$ cat config.mk
export PLATFORM = sky130hd
export DESIGN_NAME = iwdt_core
export DESIGN_NICKNAME = d
export VERILOG_FILES = /design/src/verilog/iwdt_pkg.sv /design/src/verilog/iwdt_tick_if.sv /design/src/verilog/iwdt_tick.sv /design/src/verilog/iwdt_core.sv
export VERILOG_INCLUDE_DIRS = /design/src /design/src/verilog
export SDC_FILE = /design/constraint.sdc
export NUM_CORES = 1
export LEC_CHECK = 0
export ABC_AREA = 1
export BUFFER_PORTS_ARGS = -buffer_cell sky130_fd_sc_hd__buf_2
export CELL_PAD_IN_SITES_DETAIL_PLACEMENT = 1
export CELL_PAD_IN_SITES_GLOBAL_PLACEMENT = 1
export CORE_MARGIN = 5
export CORE_UTILIZATION = 40
export CTS_CLUSTER_DIAMETER = 30
export DETAILED_ROUTE_END_ITERATION = 16
export PLACE_DENSITY = 0.83
export SLEW_MARGIN = 20
export SYNTH_ARGS = -nofsm -noshare
export SYNTH_HDL_FRONTEND = slang
export SYNTH_SLANG_ARGS = --single-unit
$ cat constraint.sdc
create_clock -name CLK_I -period 3.6 [get_ports CLK_I]
set_clock_uncertainty 0.2 [all_clocks]
set_input_delay 0.18 -clock CLK_I [delete_from_list [all_inputs] [get_ports CLK_I]]
set_output_delay 0.18 -clock CLK_I [all_outputs]
set_load 0.05 [all_outputs]
$ cat src/verilog/iwdt_consts.svh
// Register offsets, field positions, reset values and count constants of the watchdog
`ifndef IWDT_CONSTS_SVH
`define IWDT_CONSTS_SVH

// ==========================================================
// Register offsets (byte addresses)
`define IWDT_OFS_CFG        8'h00
`define IWDT_OFS_CTRL       8'h04
`define IWDT_OFS_REFRESH    8'h08
`define IWDT_OFS_STATUS     8'h0C
`define IWDT_OFS_IMASK      8'h10

// ==========================================================
// Configuration field positions
`define IWDT_CFG_TOUT_LSB   0
`define IWDT_CFG_DIV_LSB    4
`define IWDT_CFG_WEND_LSB   8
`define IWDT_CFG_WSTART_LSB 12
`define IWDT_CFG_WMASK      14'h33F3

// Control and status field positions
`define IWDT_CTRL_START_BIT 0
`define IWDT_CTRL_ERRDIS_BIT 7
`define IWDT_STAT_RERR_BIT  15
`define IWDT_STAT_UFL_BIT   14
`define IWDT_REFRESH_KEY    8'hA5

// ==========================================================
// Reset values: 1024 cycles, divide by 64, window 100% to 0%, error output enabled
`define IWDT_CFG_RST        14'h3340
`define IWDT_IMASK_RST      2'h0

// ==========================================================
// Counter load values (timeout cycles minus one)
`define IWDT_LOAD_1024      14'h03FF
`define IWDT_LOAD_4096      14'h0FFF
`define IWDT_LOAD_8192      14'h1FFF
`define IWDT_LOAD_16384     14'h3FFF

// Division codes and prescaler terminal counts (ratio minus one)
`define IWDT_DIV_CODE_1     4'h0
`define IWDT_DIV_CODE_16    4'h2
`define IWDT_DIV_CODE_32    4'h3
`define IWDT_DIV_CODE_64    4'h4
`define IWDT_DIV_CODE_128   4'hF
`define IWDT_DIV_CODE_256   4'h5
`define IWDT_DIV_TC_1       8'h00
`define IWDT_DIV_TC_16      8'h0F
`define IWDT_DIV_TC_32      8'h1F
`define IWDT_DIV_TC_64      8'h3F
`define IWDT_DIV_TC_128     8'h7F
`define IWDT_DIV_TC_256     8'hFF

`endif

$ cat src/verilog/iwdt_pkg.sv
// Types shared by the watchdog modules
package iwdt_pkg;

   // ==========================================================
   // Watchdog counting states
   typedef enum logic [1:0] {
      WD_IDLE,
      WD_RUN,
      WD_UFL
   } iwdt_state_t;

   // ==========================================================
   // State of the count clock divider
   typedef struct packed {
      logic       sync1;
      logic       sync2;
      logic       prev;
      logic [7:0] pre;
      logic       tick;
   } iwdt_tick_st_t;

   // ==========================================================
   // State of the watchdog core
   typedef struct packed {
      iwdt_state_t st;
      logic [13:0] cnt;
      logic [13:0] cfg;
      logic        start;
      logic        err_dis;
      logic        rerr;
      logic        ufl;
      logic [1:0]  imask;
      logic        pready;
      logic        pslverr;
      logic [31:0] prdata;
      logic        irq;
      logic        err;
   } iwdt_core_st_t;

endpackage

$ cat src/verilog/iwdt_tick_if.sv
// Divider selection and divided tick between the core and the count clock divider
interface iwdt_tick_if;
   logic [3:0] div_sel;
   logic       tick;

   modport ctl (output div_sel, input tick);
   modport gen (input div_sel, output tick);
endinterface

$ cat src/verilog/iwdt_tick.sv
// Count clock synchroniser and selectable prescaler
`include "iwdt_consts.svh"

module iwdt_tick (
   input  wire logic  clk_i,
   input  wire logic  reset_i,
   input  wire logic  cnt_clk_i,
   iwdt_tick_if.gen   tk
);

   iwdt_pkg::iwdt_tick_st_t s;
   iwdt_pkg::iwdt_tick_st_t n;
   logic                    edge_det;
   logic [7:0]              tc;

   // ==========================================================
   // Terminal count for the selected division ratio
   always_comb begin
      case (tk.div_sel)
         `IWDT_DIV_CODE_1:   tc = `IWDT_DIV_TC_1;
         `IWDT_DIV_CODE_16:  tc = `IWDT_DIV_TC_16;
         `IWDT_DIV_CODE_32:  tc = `IWDT_DIV_TC_32;
         `IWDT_DIV_CODE_128: tc = `IWDT_DIV_TC_128;
         `IWDT_DIV_CODE_256: tc = `IWDT_DIV_TC_256;
         default:            tc = `IWDT_DIV_TC_64; // Unknown codes fall back to /64
      endcase
   end

   assign edge_det = s.sync2 & ~s.prev;

   // ==========================================================
   // Two-stage synchroniser, edge detect and prescaler
   always_comb begin
      n       = s;
      n.sync1 = cnt_clk_i;
      n.sync2 = s.sync1;
      n.prev  = s.sync2;
      n.tick  = 1'b0;
      if (edge_det) begin
         if (s.pre >= tc) begin
            n.pre  = 8'h00;
            n.tick = 1'b1;
         end else begin
            n.pre = 8'(s.pre + 8'h01);
         end
      end
   end

   always_ff @(posedge clk_i) begin
      if (reset_i) begin
         s <= '{sync1: 1'b0, sync2: 1'b0, prev: 1'b0, pre: 8'h00, tick: 1'b0};
      end else begin
         s <= n;
      end
   end

   assign tk.tick = s.tick;
endmodule

$ cat src/verilog/iwdt_core.sv
// Independent watchdog with APB registers, refresh window and error output
//
// Our own choices: register access over APB and the placing of the registers.
`include "iwdt_consts.svh"

// Function
// The counter advances on the watchdog count clock divided by the selected ratio, by 64 after reset.
// The timeout is a selectable number of divided cycles, 1024 after reset.
// An underflow or a wrong refresh raises the error output toward the error control module.
// Software refreshes the counter at intervals shorter than the timeout.
// Without refreshes the counter runs on to underflow and signals the error with no software action.
// Status bit 15 holds the refresh-error flag.
// Status bit 14 holds the underflow flag.
// Status bits 13 to 0 hold the current counter value.
// The counter counts down from the timeout value and a refresh reloads the full period.
// With window start 100% and window end 0% a refresh is accepted at any count.
module iwdt_core (
   input  wire logic        CLK_I,
   input  wire logic        RESET_I,
   input  wire logic        PSEL_I,
   input  wire logic        PENABLE_I,
   input  wire logic        PWRITE_I,
   input  wire logic [7:0]  PADDR_I,
   input  wire logic [31:0] PWDATA_I,
   output logic      [31:0] PRDATA_O,
   output logic             PREADY_O,
   output logic             PSLVERR_O,
   input  wire logic        IWDTCLK_I,
   output logic             IRQ_O,
   output logic             ERR_O
);

   iwdt_pkg::iwdt_core_st_t s;
   iwdt_pkg::iwdt_core_st_t n;
   logic                    access;
   logic                    wr;
   logic                    wr_cfg;
   logic                    wr_ctrl;
   logic                    wr_ref;
   logic                    wr_stat;
   logic                    wr_mask;
   logic                    key_ok;
   logic                    in_win;
   logic                    ref_ok;
   logic [13:0]             load;
   logic [13:0]             start_thr;
   logic [13:0]             end_thr;
   logic [1:0]              wstart;
   logic [1:0]              wend;

   iwdt_tick_if tk ();

   // ==========================================================
   // Count clock divider
   iwdt_tick u_tick (
      .clk_i     (CLK_I),
      .reset_i   (RESET_I),
      .cnt_clk_i (IWDTCLK_I),
      .tk        (tk)
   );

   assign tk.div_sel = s.cfg[`IWDT_CFG_DIV_LSB +: 4];

   // ==========================================================
   // Bus decode; writes take effect at the completing edge
   assign access  = PSEL_I & PENABLE_I;
   assign wr      = access & s.pready & PWRITE_I;
   assign wr_cfg  = wr & (PADDR_I == `IWDT_OFS_CFG);
   assign wr_ctrl = wr & (PADDR_I == `IWDT_OFS_CTRL);
   assign wr_ref  = wr & (PADDR_I == `IWDT_OFS_REFRESH);
   assign wr_stat = wr & (PADDR_I == `IWDT_OFS_STATUS);
   assign wr_mask = wr & (PADDR_I == `IWDT_OFS_IMASK);

   // ==========================================================
   // Timeout load value for the selected period
   always_comb begin
      unique case (s.cfg[`IWDT_CFG_TOUT_LSB +: 2])
         2'h0: load = `IWDT_LOAD_1024;
         2'h1: load = `IWDT_LOAD_4096;
         2'h2: load = `IWDT_LOAD_8192;
         2'h3: load = `IWDT_LOAD_16384;
      endcase
   end

   assign wstart = s.cfg[`IWDT_CFG_WSTART_LSB +: 2];
   assign wend   = s.cfg[`IWDT_CFG_WEND_LSB +: 2];

   // Window thresholds as fractions of the period
   always_comb begin
      unique case (wstart)
         2'h0: start_thr = load >> 2;
         2'h1: start_thr = load >> 1;
         2'h2: start_thr = 14'(load - (load >> 2));
         2'h3: start_thr = load;
      endcase
      unique case (wend)
         2'h0: end_thr = 14'(load - (load >> 2));
         2'h1: end_thr = load >> 1;
         2'h2: end_thr = load >> 2;
         2'h3: end_thr = 14'h0000;
      endcase
   end

   // Refresh window; while running, outside it a keyed refresh only sets the error flag
   assign in_win = (s.cnt <= start_thr) && (s.cnt >= end_thr);
   assign key_ok = (PWDATA_I[7:0] == `IWDT_REFRESH_KEY);
   // After underflow any keyed refresh restarts, so software can recover without a reset
   assign ref_ok = key_ok & (in_win | (s.st == iwdt_pkg::WD_UFL));

   // ==========================================================
   // Next state: registers, counter, flags and bus answer
   always_comb begin
      n         = s;
      n.pready  = access & ~s.pready;
      n.pslverr = 1'b0;
      if (access & ~s.pready) begin
         n.prdata = 32'h0000_0000;
         unique case (PADDR_I)
            `IWDT_OFS_CFG:     n.prdata = {18'h0_0000, s.cfg};
            `IWDT_OFS_CTRL:    n.prdata = {24'h00_0000, s.err_dis, 6'h00, s.start};
            `IWDT_OFS_REFRESH: n.prdata = 32'h0000_0000;
            `IWDT_OFS_STATUS:  n.prdata = {16'h0000, s.rerr, s.ufl, s.cnt};
            `IWDT_OFS_IMASK:   n.prdata = {16'h0000, s.imask, 14'h0000};
            default:           n.pslverr = 1'b1;
         endcase
      end
      // Configuration is locked once counting has started
      if (wr_cfg && !s.start) begin
         n.cfg = PWDATA_I[13:0] & `IWDT_CFG_WMASK;
      end
      if (wr_ctrl && !s.start) begin
         n.err_dis = PWDATA_I[`IWDT_CTRL_ERRDIS_BIT];
         n.start   = PWDATA_I[`IWDT_CTRL_START_BIT];
      end
      if (wr_mask) begin
         n.imask = PWDATA_I[`IWDT_STAT_UFL_BIT +: 2];
      end
      // Write one to clear; events below set again and win
      if (wr_stat) begin
         if (PWDATA_I[`IWDT_STAT_RERR_BIT]) begin
            n.rerr = 1'b0;
         end
         if (PWDATA_I[`IWDT_STAT_UFL_BIT]) begin
            n.ufl = 1'b0;
         end
      end
      // Counter loads on start, reloads on a good refresh and steps down on each divided tick
      unique case (s.st)
         iwdt_pkg::WD_IDLE: begin
            if (wr_ctrl && PWDATA_I[`IWDT_CTRL_START_BIT]) begin
               n.st  = iwdt_pkg::WD_RUN;
               n.cnt = load;
            end
         end
         iwdt_pkg::WD_RUN: begin
            if (wr_ref) begin
               if (ref_ok) begin
                  n.cnt = load;
               end else begin
                  n.rerr = 1'b1;
               end
            end else if (tk.tick) begin
               if (s.cnt == 14'h0000) begin
                  n.ufl = 1'b1;
                  n.st  = iwdt_pkg::WD_UFL;
               end else begin
                  n.cnt = 14'(s.cnt - 14'h0001);
               end
            end
         end
         iwdt_pkg::WD_UFL: begin
            if (wr_ref) begin
               if (ref_ok) begin
                  n.cnt = load;
                  n.st  = iwdt_pkg::WD_RUN;
               end else begin
                  n.rerr = 1'b1;
               end
            end
         end
      endcase
      // Interrupt and error output follow the next flags, so they rise together with them
      n.irq = (n.rerr & n.imask[1]) | (n.ufl & n.imask[0]);
      n.err = (n.rerr | n.ufl) & ~n.err_dis;
   end

   // ==========================================================
   // State register
   always_ff @(posedge CLK_I) begin
      if (RESET_I) begin
         s <= '{st: iwdt_pkg::WD_IDLE, cnt: 14'h0000, cfg: `IWDT_CFG_RST, start: 1'b0,
                err_dis: 1'b0, rerr: 1'b0, ufl: 1'b0, imask: `IWDT_IMASK_RST,
                pready: 1'b0, pslverr: 1'b0, prdata: 32'h0000_0000, irq: 1'b0, err: 1'b0};
      end else begin
         s <= n;
      end
   end

   // Outputs straight from the state register
   assign PRDATA_O  = s.prdata;
   assign PREADY_O  = s.pready;
   assign PSLVERR_O = s.pslverr;
   assign IRQ_O     = s.irq;
   assign ERR_O     = s.err;
endmodule

# ---- Word-level counts from Yosys, hierarchy flattened
# Cells that the tools add are included.
dict set report totals {
  inputBits 46
  register_bits 80
  output_inout_bits 36
  wordCells 123
}
dict set report op_classes {
  reduce_logical 18
  bitwise_logic 22
  add_sub_neg 3
  eq_ne 29
  magnitude_cmp 3
  mux 30
}
# op count
set op_table {}
lappend op_table {{14-bit case mux with 4 select lines} 3}
lappend op_table {{16-bit two-way mux} 4}
lappend op_table {{16-bit case mux with 4 select lines} 1}
lappend op_table {{16-bit case mux with 3 select lines} 1}
lappend op_table {{14-bit two-way mux} 3}
lappend op_table {{8-bit case mux with 5 select lines} 1}
lappend op_table {{8-bit by 4-bit equality test with 1-bit output, second input constant} 2}
lappend op_table {{1-bit AND} 14}
lappend op_table {{2-bit equality test, second input constant} 7}
lappend op_table {{14-bit greater-or-equal comparator} 1}
lappend op_table {{14-bit less-or-equal comparator} 1}
lappend op_table {{14-bit logical NOT} 1}
lappend op_table {{14-bit by 1-bit subtractor with 14-bit output, second input constant} 1}
lappend op_table {{14-bit by 12-bit subtractor with 14-bit output} 1}
lappend op_table {{1-bit two-way mux} 12}
lappend op_table {{6-bit AND reduction} 2}
lappend op_table {{2-bit != test, second input constant} 5}
lappend op_table {{8-bit by 1-bit adder with 8-bit output, second input constant} 1}
lappend op_table {{2-bit by 1-bit equality test with 1-bit output, second input constant} 4}
lappend op_table {{4-bit by 2-bit equality test with 1-bit output, second input constant} 2}
lappend op_table {{8-bit by 3-bit equality test with 1-bit output, second input constant} 1}
lappend op_table {{8-bit by 5-bit equality test with 1-bit output, second input constant} 1}
lappend op_table {{8-bit equality test, second input constant} 1}
lappend op_table {{8-bit greater-or-equal comparator} 1}
lappend op_table {{other kinds (16)} 34}

# ---- Depth between registers and ports, before layout
dict set report depth {
  depth_word 13
  ltp_mapped 22
  depth_no_buf 22
}

# ---- Modules after synthesis
# Synthesis repeated with hierarchy kept, for this count alone.
dict set report hier_totals {
  cells_unflattened 673
  area_unflattened_um2 4673.2
}
# mod seq_area_each_um2 cells_each instances area_each_um2
set by_module_without_submodules {}
lappend by_module_without_submodules {iwdt_core 1041.0 583 1 3972.6}
lappend by_module_without_submodules {iwdt_tick 240.2 90 1 700.7}

# ---- Worst setup path after synthesis
# OpenSTA, ideal clock, no wires.
dict set report synth_timing {
  kind {reg-to-reg}
  start {register s[55] in the netlist's numbering}
  end {register s[66] in the netlist's numbering}
  setup_slack_ns 0.578
  t_arrival_ns 2.707
  path_stages_with_launch 21
  required_ns 3.285
  n_path_buf 2
  setup_ns 0.115
  period_less_slack_ns 3.022
  path_cell_list {dfxtp_1 > clkbuf_1 > inv_1 > nor2_1 > nand2_1 > a32o_1 > ha_1 > nand2_1 > nor2_1 > inv_1 > nor2_1 > nand2_1 > nand2_1 > nand2_1 > nand2_1 > nand2_1 > nand2_1 > nand2_2 > buf_2 > a21oi_1 > nor2_1}
}
dict set report synth_via {
  elab_chain_cells 8
  word_cells_on_any_way 12
  classes_between {order compare (1); eq/ne (5); mux (1); bitwise (2); reduce/logical (3)}
}
# element line_no
set synth_lines {}
lappend synth_lines {{from (decl)} iwdt_core.sv:33} ;# iwdt_pkg::iwdt_core_st_t s;
lappend synth_lines {{from (signal assigned)} iwdt_core.sv:191} ;# s <= '{st: iwdt_pkg::WD_IDLE, cnt: 14'h0000, cfg: `IWDT_CFG_RST, start: 1'b0,
lappend synth_lines {{from (signal assigned)} iwdt_core.sv:195} ;# s <= n;
lappend synth_lines {{2-bit equality test, or another cell as far along} iwdt_core.sv:90} ;# unique case (wstart)
lappend synth_lines {{14-bit case mux with 4 select lines (*)} iwdt_core.sv:90}
lappend synth_lines {{14-bit less-or-equal comparator (*)} iwdt_core.sv:105} ;# assign in_win = (s.cnt <= start_thr) && (s.cnt >= end_thr);
lappend synth_lines {{1-bit logical AND (*)} iwdt_core.sv:105}
lappend synth_lines {{1-bit OR (*)} iwdt_core.sv:108} ;# assign ref_ok = key_ok & (in_win | (s.st == iwdt_pkg::WD_UFL));
lappend synth_lines {{1-bit AND (*)} iwdt_core.sv:108}
lappend synth_lines {{3-bit != test (no source line) or 2-bit != test (tied branches)} n/a}
lappend synth_lines {{6-bit AND reduction (no source line) (*)} n/a}
# Every way passes the cells marked *; elsewhere a longest branch is shown, timed or not.
# A chain may end at the register's enable or synchronous reset.

# ---- Worst setup path after layout
dict set report layout_timing {
  start {register s[42] in the netlist's numbering}
  end {register s[69] in the netlist's numbering}
}
dict set report layout_via {
  elab_chain_cells 10
  word_cells_on_any_way 22
  classes_between {add/sub (1); order compare (2); eq/ne (5); mux (9); bitwise (2); reduce/logical (3)}
}
# element line_no
set layout_lines {}
lappend layout_lines {{2-bit equality test, or another cell as far along} iwdt_core.sv:77} ;# unique case (s.cfg[`IWDT_CFG_TOUT_LSB +: 2])
lappend layout_lines {{14-bit case mux with 4 select lines (*)} iwdt_core.sv:77}
lappend layout_lines {{14-bit by 12-bit subtractor with 14-bit output} {iwdt_core.sv:93, iwdt_core.sv:97}}
lappend layout_lines {{14-bit case mux with 4 select lines (on tied branches)} {iwdt_core.sv:90, iwdt_core.sv:96}}
lappend layout_lines {{14-bit less-or-equal comparator or 14-bit greater-or-equal comparator (tied branches)} iwdt_core.sv:105}
lappend layout_lines {{1-bit logical AND} iwdt_core.sv:105}
lappend layout_lines {{1-bit OR} iwdt_core.sv:108}
lappend layout_lines {{1-bit AND} iwdt_core.sv:108}
lappend layout_lines {{3-bit != test (no source line) or 2-bit != test (tied branches)} n/a}
lappend layout_lines {{6-bit AND reduction (no source line)} n/a}
# Every way passes the cells marked *; elsewhere a longest branch is shown, timed or not. The select of a mux whose other input is x is not followed.

==> impl_metrics.ini <==
[status]
status = completed

[floorplanning]
die_h_um = 118
die-area_um2 = 13900
dieWidth_um = 118
ioPinCount = 82
rows = 39
core_um2 = 11400
floorplan.initialDensity_pct = 40.8

[clock_network]
cts_root_buffer = clkbuf_16
cts.clk_slew.worst_paths_ps = 60
ctsLongestPathBuffers = 2
cts_made_buffers = 9
cts_sinks = 64
clock_latency_ps = 330
postCtsSetupBuffers = 0
cts_tree = built
ctsHtreeMaxLevel = 3

[setup_path]
crit_arrival_ps = 3300
required_ps = 3620
worstSetupPathType = reg2reg
worst-path-max-fanout = 12
end_kind = flip-flop
cp-start-kind = flip-flop

[power_and_ir_drop]
p_per_area_nw_per_um2 = 505
ir_drop_v = 0.000217
p_leak_nw = 2.61

[timing]
drv_slew = 0
rsz0062_at_grt = false
worst_hold_slack_ps = 56.8
tns_ps = 0
finalSetupViolCount = 0
hold_violations = 0
worstMarginPinSlew_ps = 712
layout_min_cycle_time_ps = 3270
slew_headroom_pct = 52.4
fmax_mhz = 306
final.period_utilization_pct = 90.9

[synthesis]
async_flop_share_pct = 0
synth-edff-count = 0
netlist_area_um2 = 4640
post_synth_inst_count = 670
synth.avg_cell_area_um2 = 6.92
ys.warnings.count = 0
synth_cell_types = 42
ys_seq_elements = 64
synth_ff_type = dfxtp_1
ys_seq_area_share_pct = 27.6

[route]
route.detailed.drc = 0
wire_per_inst_um = 16.5
dr.pass1.iters = 4
via_count = 4552
drtIter0Drc = 179
routed_wl_um = 14200
viasPerCell = 5.28
antenna_left = 0

[final_layout]
fin_area_um2 = 5350
finalNonFillerCells = 862
fin_nets = 809
drive_above_1_share_pct = 13.2
fillerInstances = 1464
synthToLayoutAreaGrowth_pct = 15.3
regArea_um2 = 1280
multi_input_area_um2 = 2770

[placement]
placed_area_um2 = 4790
place.gp.congestion = 0.846
dpl.cell_count = 829
hpwl_um = 10200
io_buffers = 47

[grt]
antenna_found_initial = 1
grt_max_degree = 28
grt_overflow = 0
grtUsageTotal_pct = 20.2
grt_pass1_wl_um = 23300
grt_pass1_vias = 4800

[flow_run]
max-cap-violations = 0

[min_path]
min_path_type = in2reg
[per-stage QoR]
stage | worst slack (ps) | power [mW] | util [%]
6_report | 327 | 2.70 | 47.0
4_1_cts | 66.6 | 2.68 | 46.7
2_1_floorplan | 578 | 1.40 | -
5_1_grt | 38.7 | 2.85 | 47.0
3_3_place_gp | 272 | 1.52 | 42.1
3_5_place_dp | 108 | 1.57 | 42.1
[power by group]
part	internal, mW	switching, mW	leakage, nW
Sequential	0.744	0.0602	0.518
Clock	0.749	0.337	0.180
Combinational	0.258	0.555	1.91
Total	1.75	0.953	2.61
[layer usage]
| metal | GRT usage (%) | part of all wire, % | up-vias |
|---|---|---|---|
| met1 | 23.2 | 42 | 2196 |
| met5 | 0 | 0 | - |
| li1 | - | - | 2239 |
| met4 | 7.74 | 2.2 | 0 |
| met3 | 3.12 | 3.5 | 25 |
| met2 | 37.4 | 52 | 92 |
[final timing paths]
| kind | start | end | slack [ps] | depth (start not counted) |
|---|---|---|---|---|
| setup / recovery | s[42]$_SDFFE_PP0P_ | s[69]$_SDFFE_PP0P_ | 330 | 18 |
| hold / removal | PWDATA_I[0] | s[42]$_SDFFE_PP0P_ | 60 | 3 |
| setup reg to reg | s[42]$_SDFFE_PP0P_ | s[69]$_SDFFE_PP0P_ | 330 | 18 |
| hold reg to reg | u_tick.n[10]$_SDFF_PP0_ | u_tick.n[9]$_SDFF_PP0_ | 210 | 2 |
[sequential cells by signal (all words and copies together), names as in the netlist]
register        count
PSLVERR_O           1
PRDATA_O           16
ERR_O               1
u_tick.n            2
u_tick.tk.tick      1
IRQ_O               1
u_tick.s            9
PREADY_O            1
s                  32
[repair_timing]
| item | CTS | global route |
|---|---|---|
| hold buffers | 15 | 0 |
| endpoints found under the hold margin | 13 | 0 |
| gates resized for setup | 0 | 6 |
| endpoints found under the setup margin | 0 | 14 |
[worst max-delay path: stages (launching register included)]
cell	delay [ps]
dfxtp_2	360
inv_1	110
ha_1	250
or2_2	320
a32o_1	260
ha_1	290
nand2_1	60
nor2_1	130
inv_1	60
nor2_1	140
nand2_1	70
nand2_1	60
nand2_1	50
nand2_1	120
nand2_1	120
nand2_4	140
nand2_4	130
a21oi_1	210
nor2_1	70
[synth_stat cells, types with 2 or more instances]
master	number	area, um^2
clkbuf_1	9	33.8
nand3_2	3	30.0
inv_1	85	319
a21oi_1	63	315
o21ai_0	26	130
nand2_1	144	541
nor2_2	2	12.5
xor2_1	5	43.8
nand3_1	25	125
o22ai_1	13	81.3
nor2_1	76	285
o211ai_1	6	45.0
nand4_1	10	62.6
a31oi_1	2	12.5
ha_1	50	626
buf_2	3	15.0
nor3_1	6	30.0
or2_2	2	12.5
buf_4	34	255
nor3_4	2	32.5
dfxtp_1	64	1280
o221ai_1	3	26.3
nand2_2	4	25.0
nand4_4	2	42.5
buf_6	4	45.0
nor2_4	4	45.0
o21a_1	2	15.0
xnor2_1	2	17.5
a211oi_1	3	22.5
inv_2	4	15.0
[cell usage in the layout, fill, tap and decap left out, types with 15 or more instances in the layout]
master / count
dlygate4sd3_1: 15
conb_1: 16
inv_1: 85
a21oi_1: 62
nand3_1: 25
dfxtp_1: 63
nor2_1: 76
o21ai_0: 26
ha_1: 50
nand2_1: 143
buf_2: 47
[final cells by class]
type                       instances  area share (%)
clock buffer                       9            4.21
timing repair buffer              66            7.77
inverter                          89            6.25
antenna                            1          0.0468
clock inverter                     7            2.67
sequential                        64            24.0
multi-input combinational        483            51.7
tap                              143            3.35
[cell families (layout without fill, tap and decap cells)]
group / count (synthesis) / in the layout / share of synthesized area [%]
and+or+nand+nor: 284 / 285 / 27.5
xor gates and xnor gates: 7 / 7 / 1.32
AOI/OAI and AO/OA: 125 / 125 / 15.3
buffers and inverters: 139 / 171 / 14.7
other: 1 / 17 / 0.0808
adders and majority gates: 50 / 50 / 13.5
DFF: 64 / 64 / 27.6
Note: power is estimated with default switching activity, not from simulation.
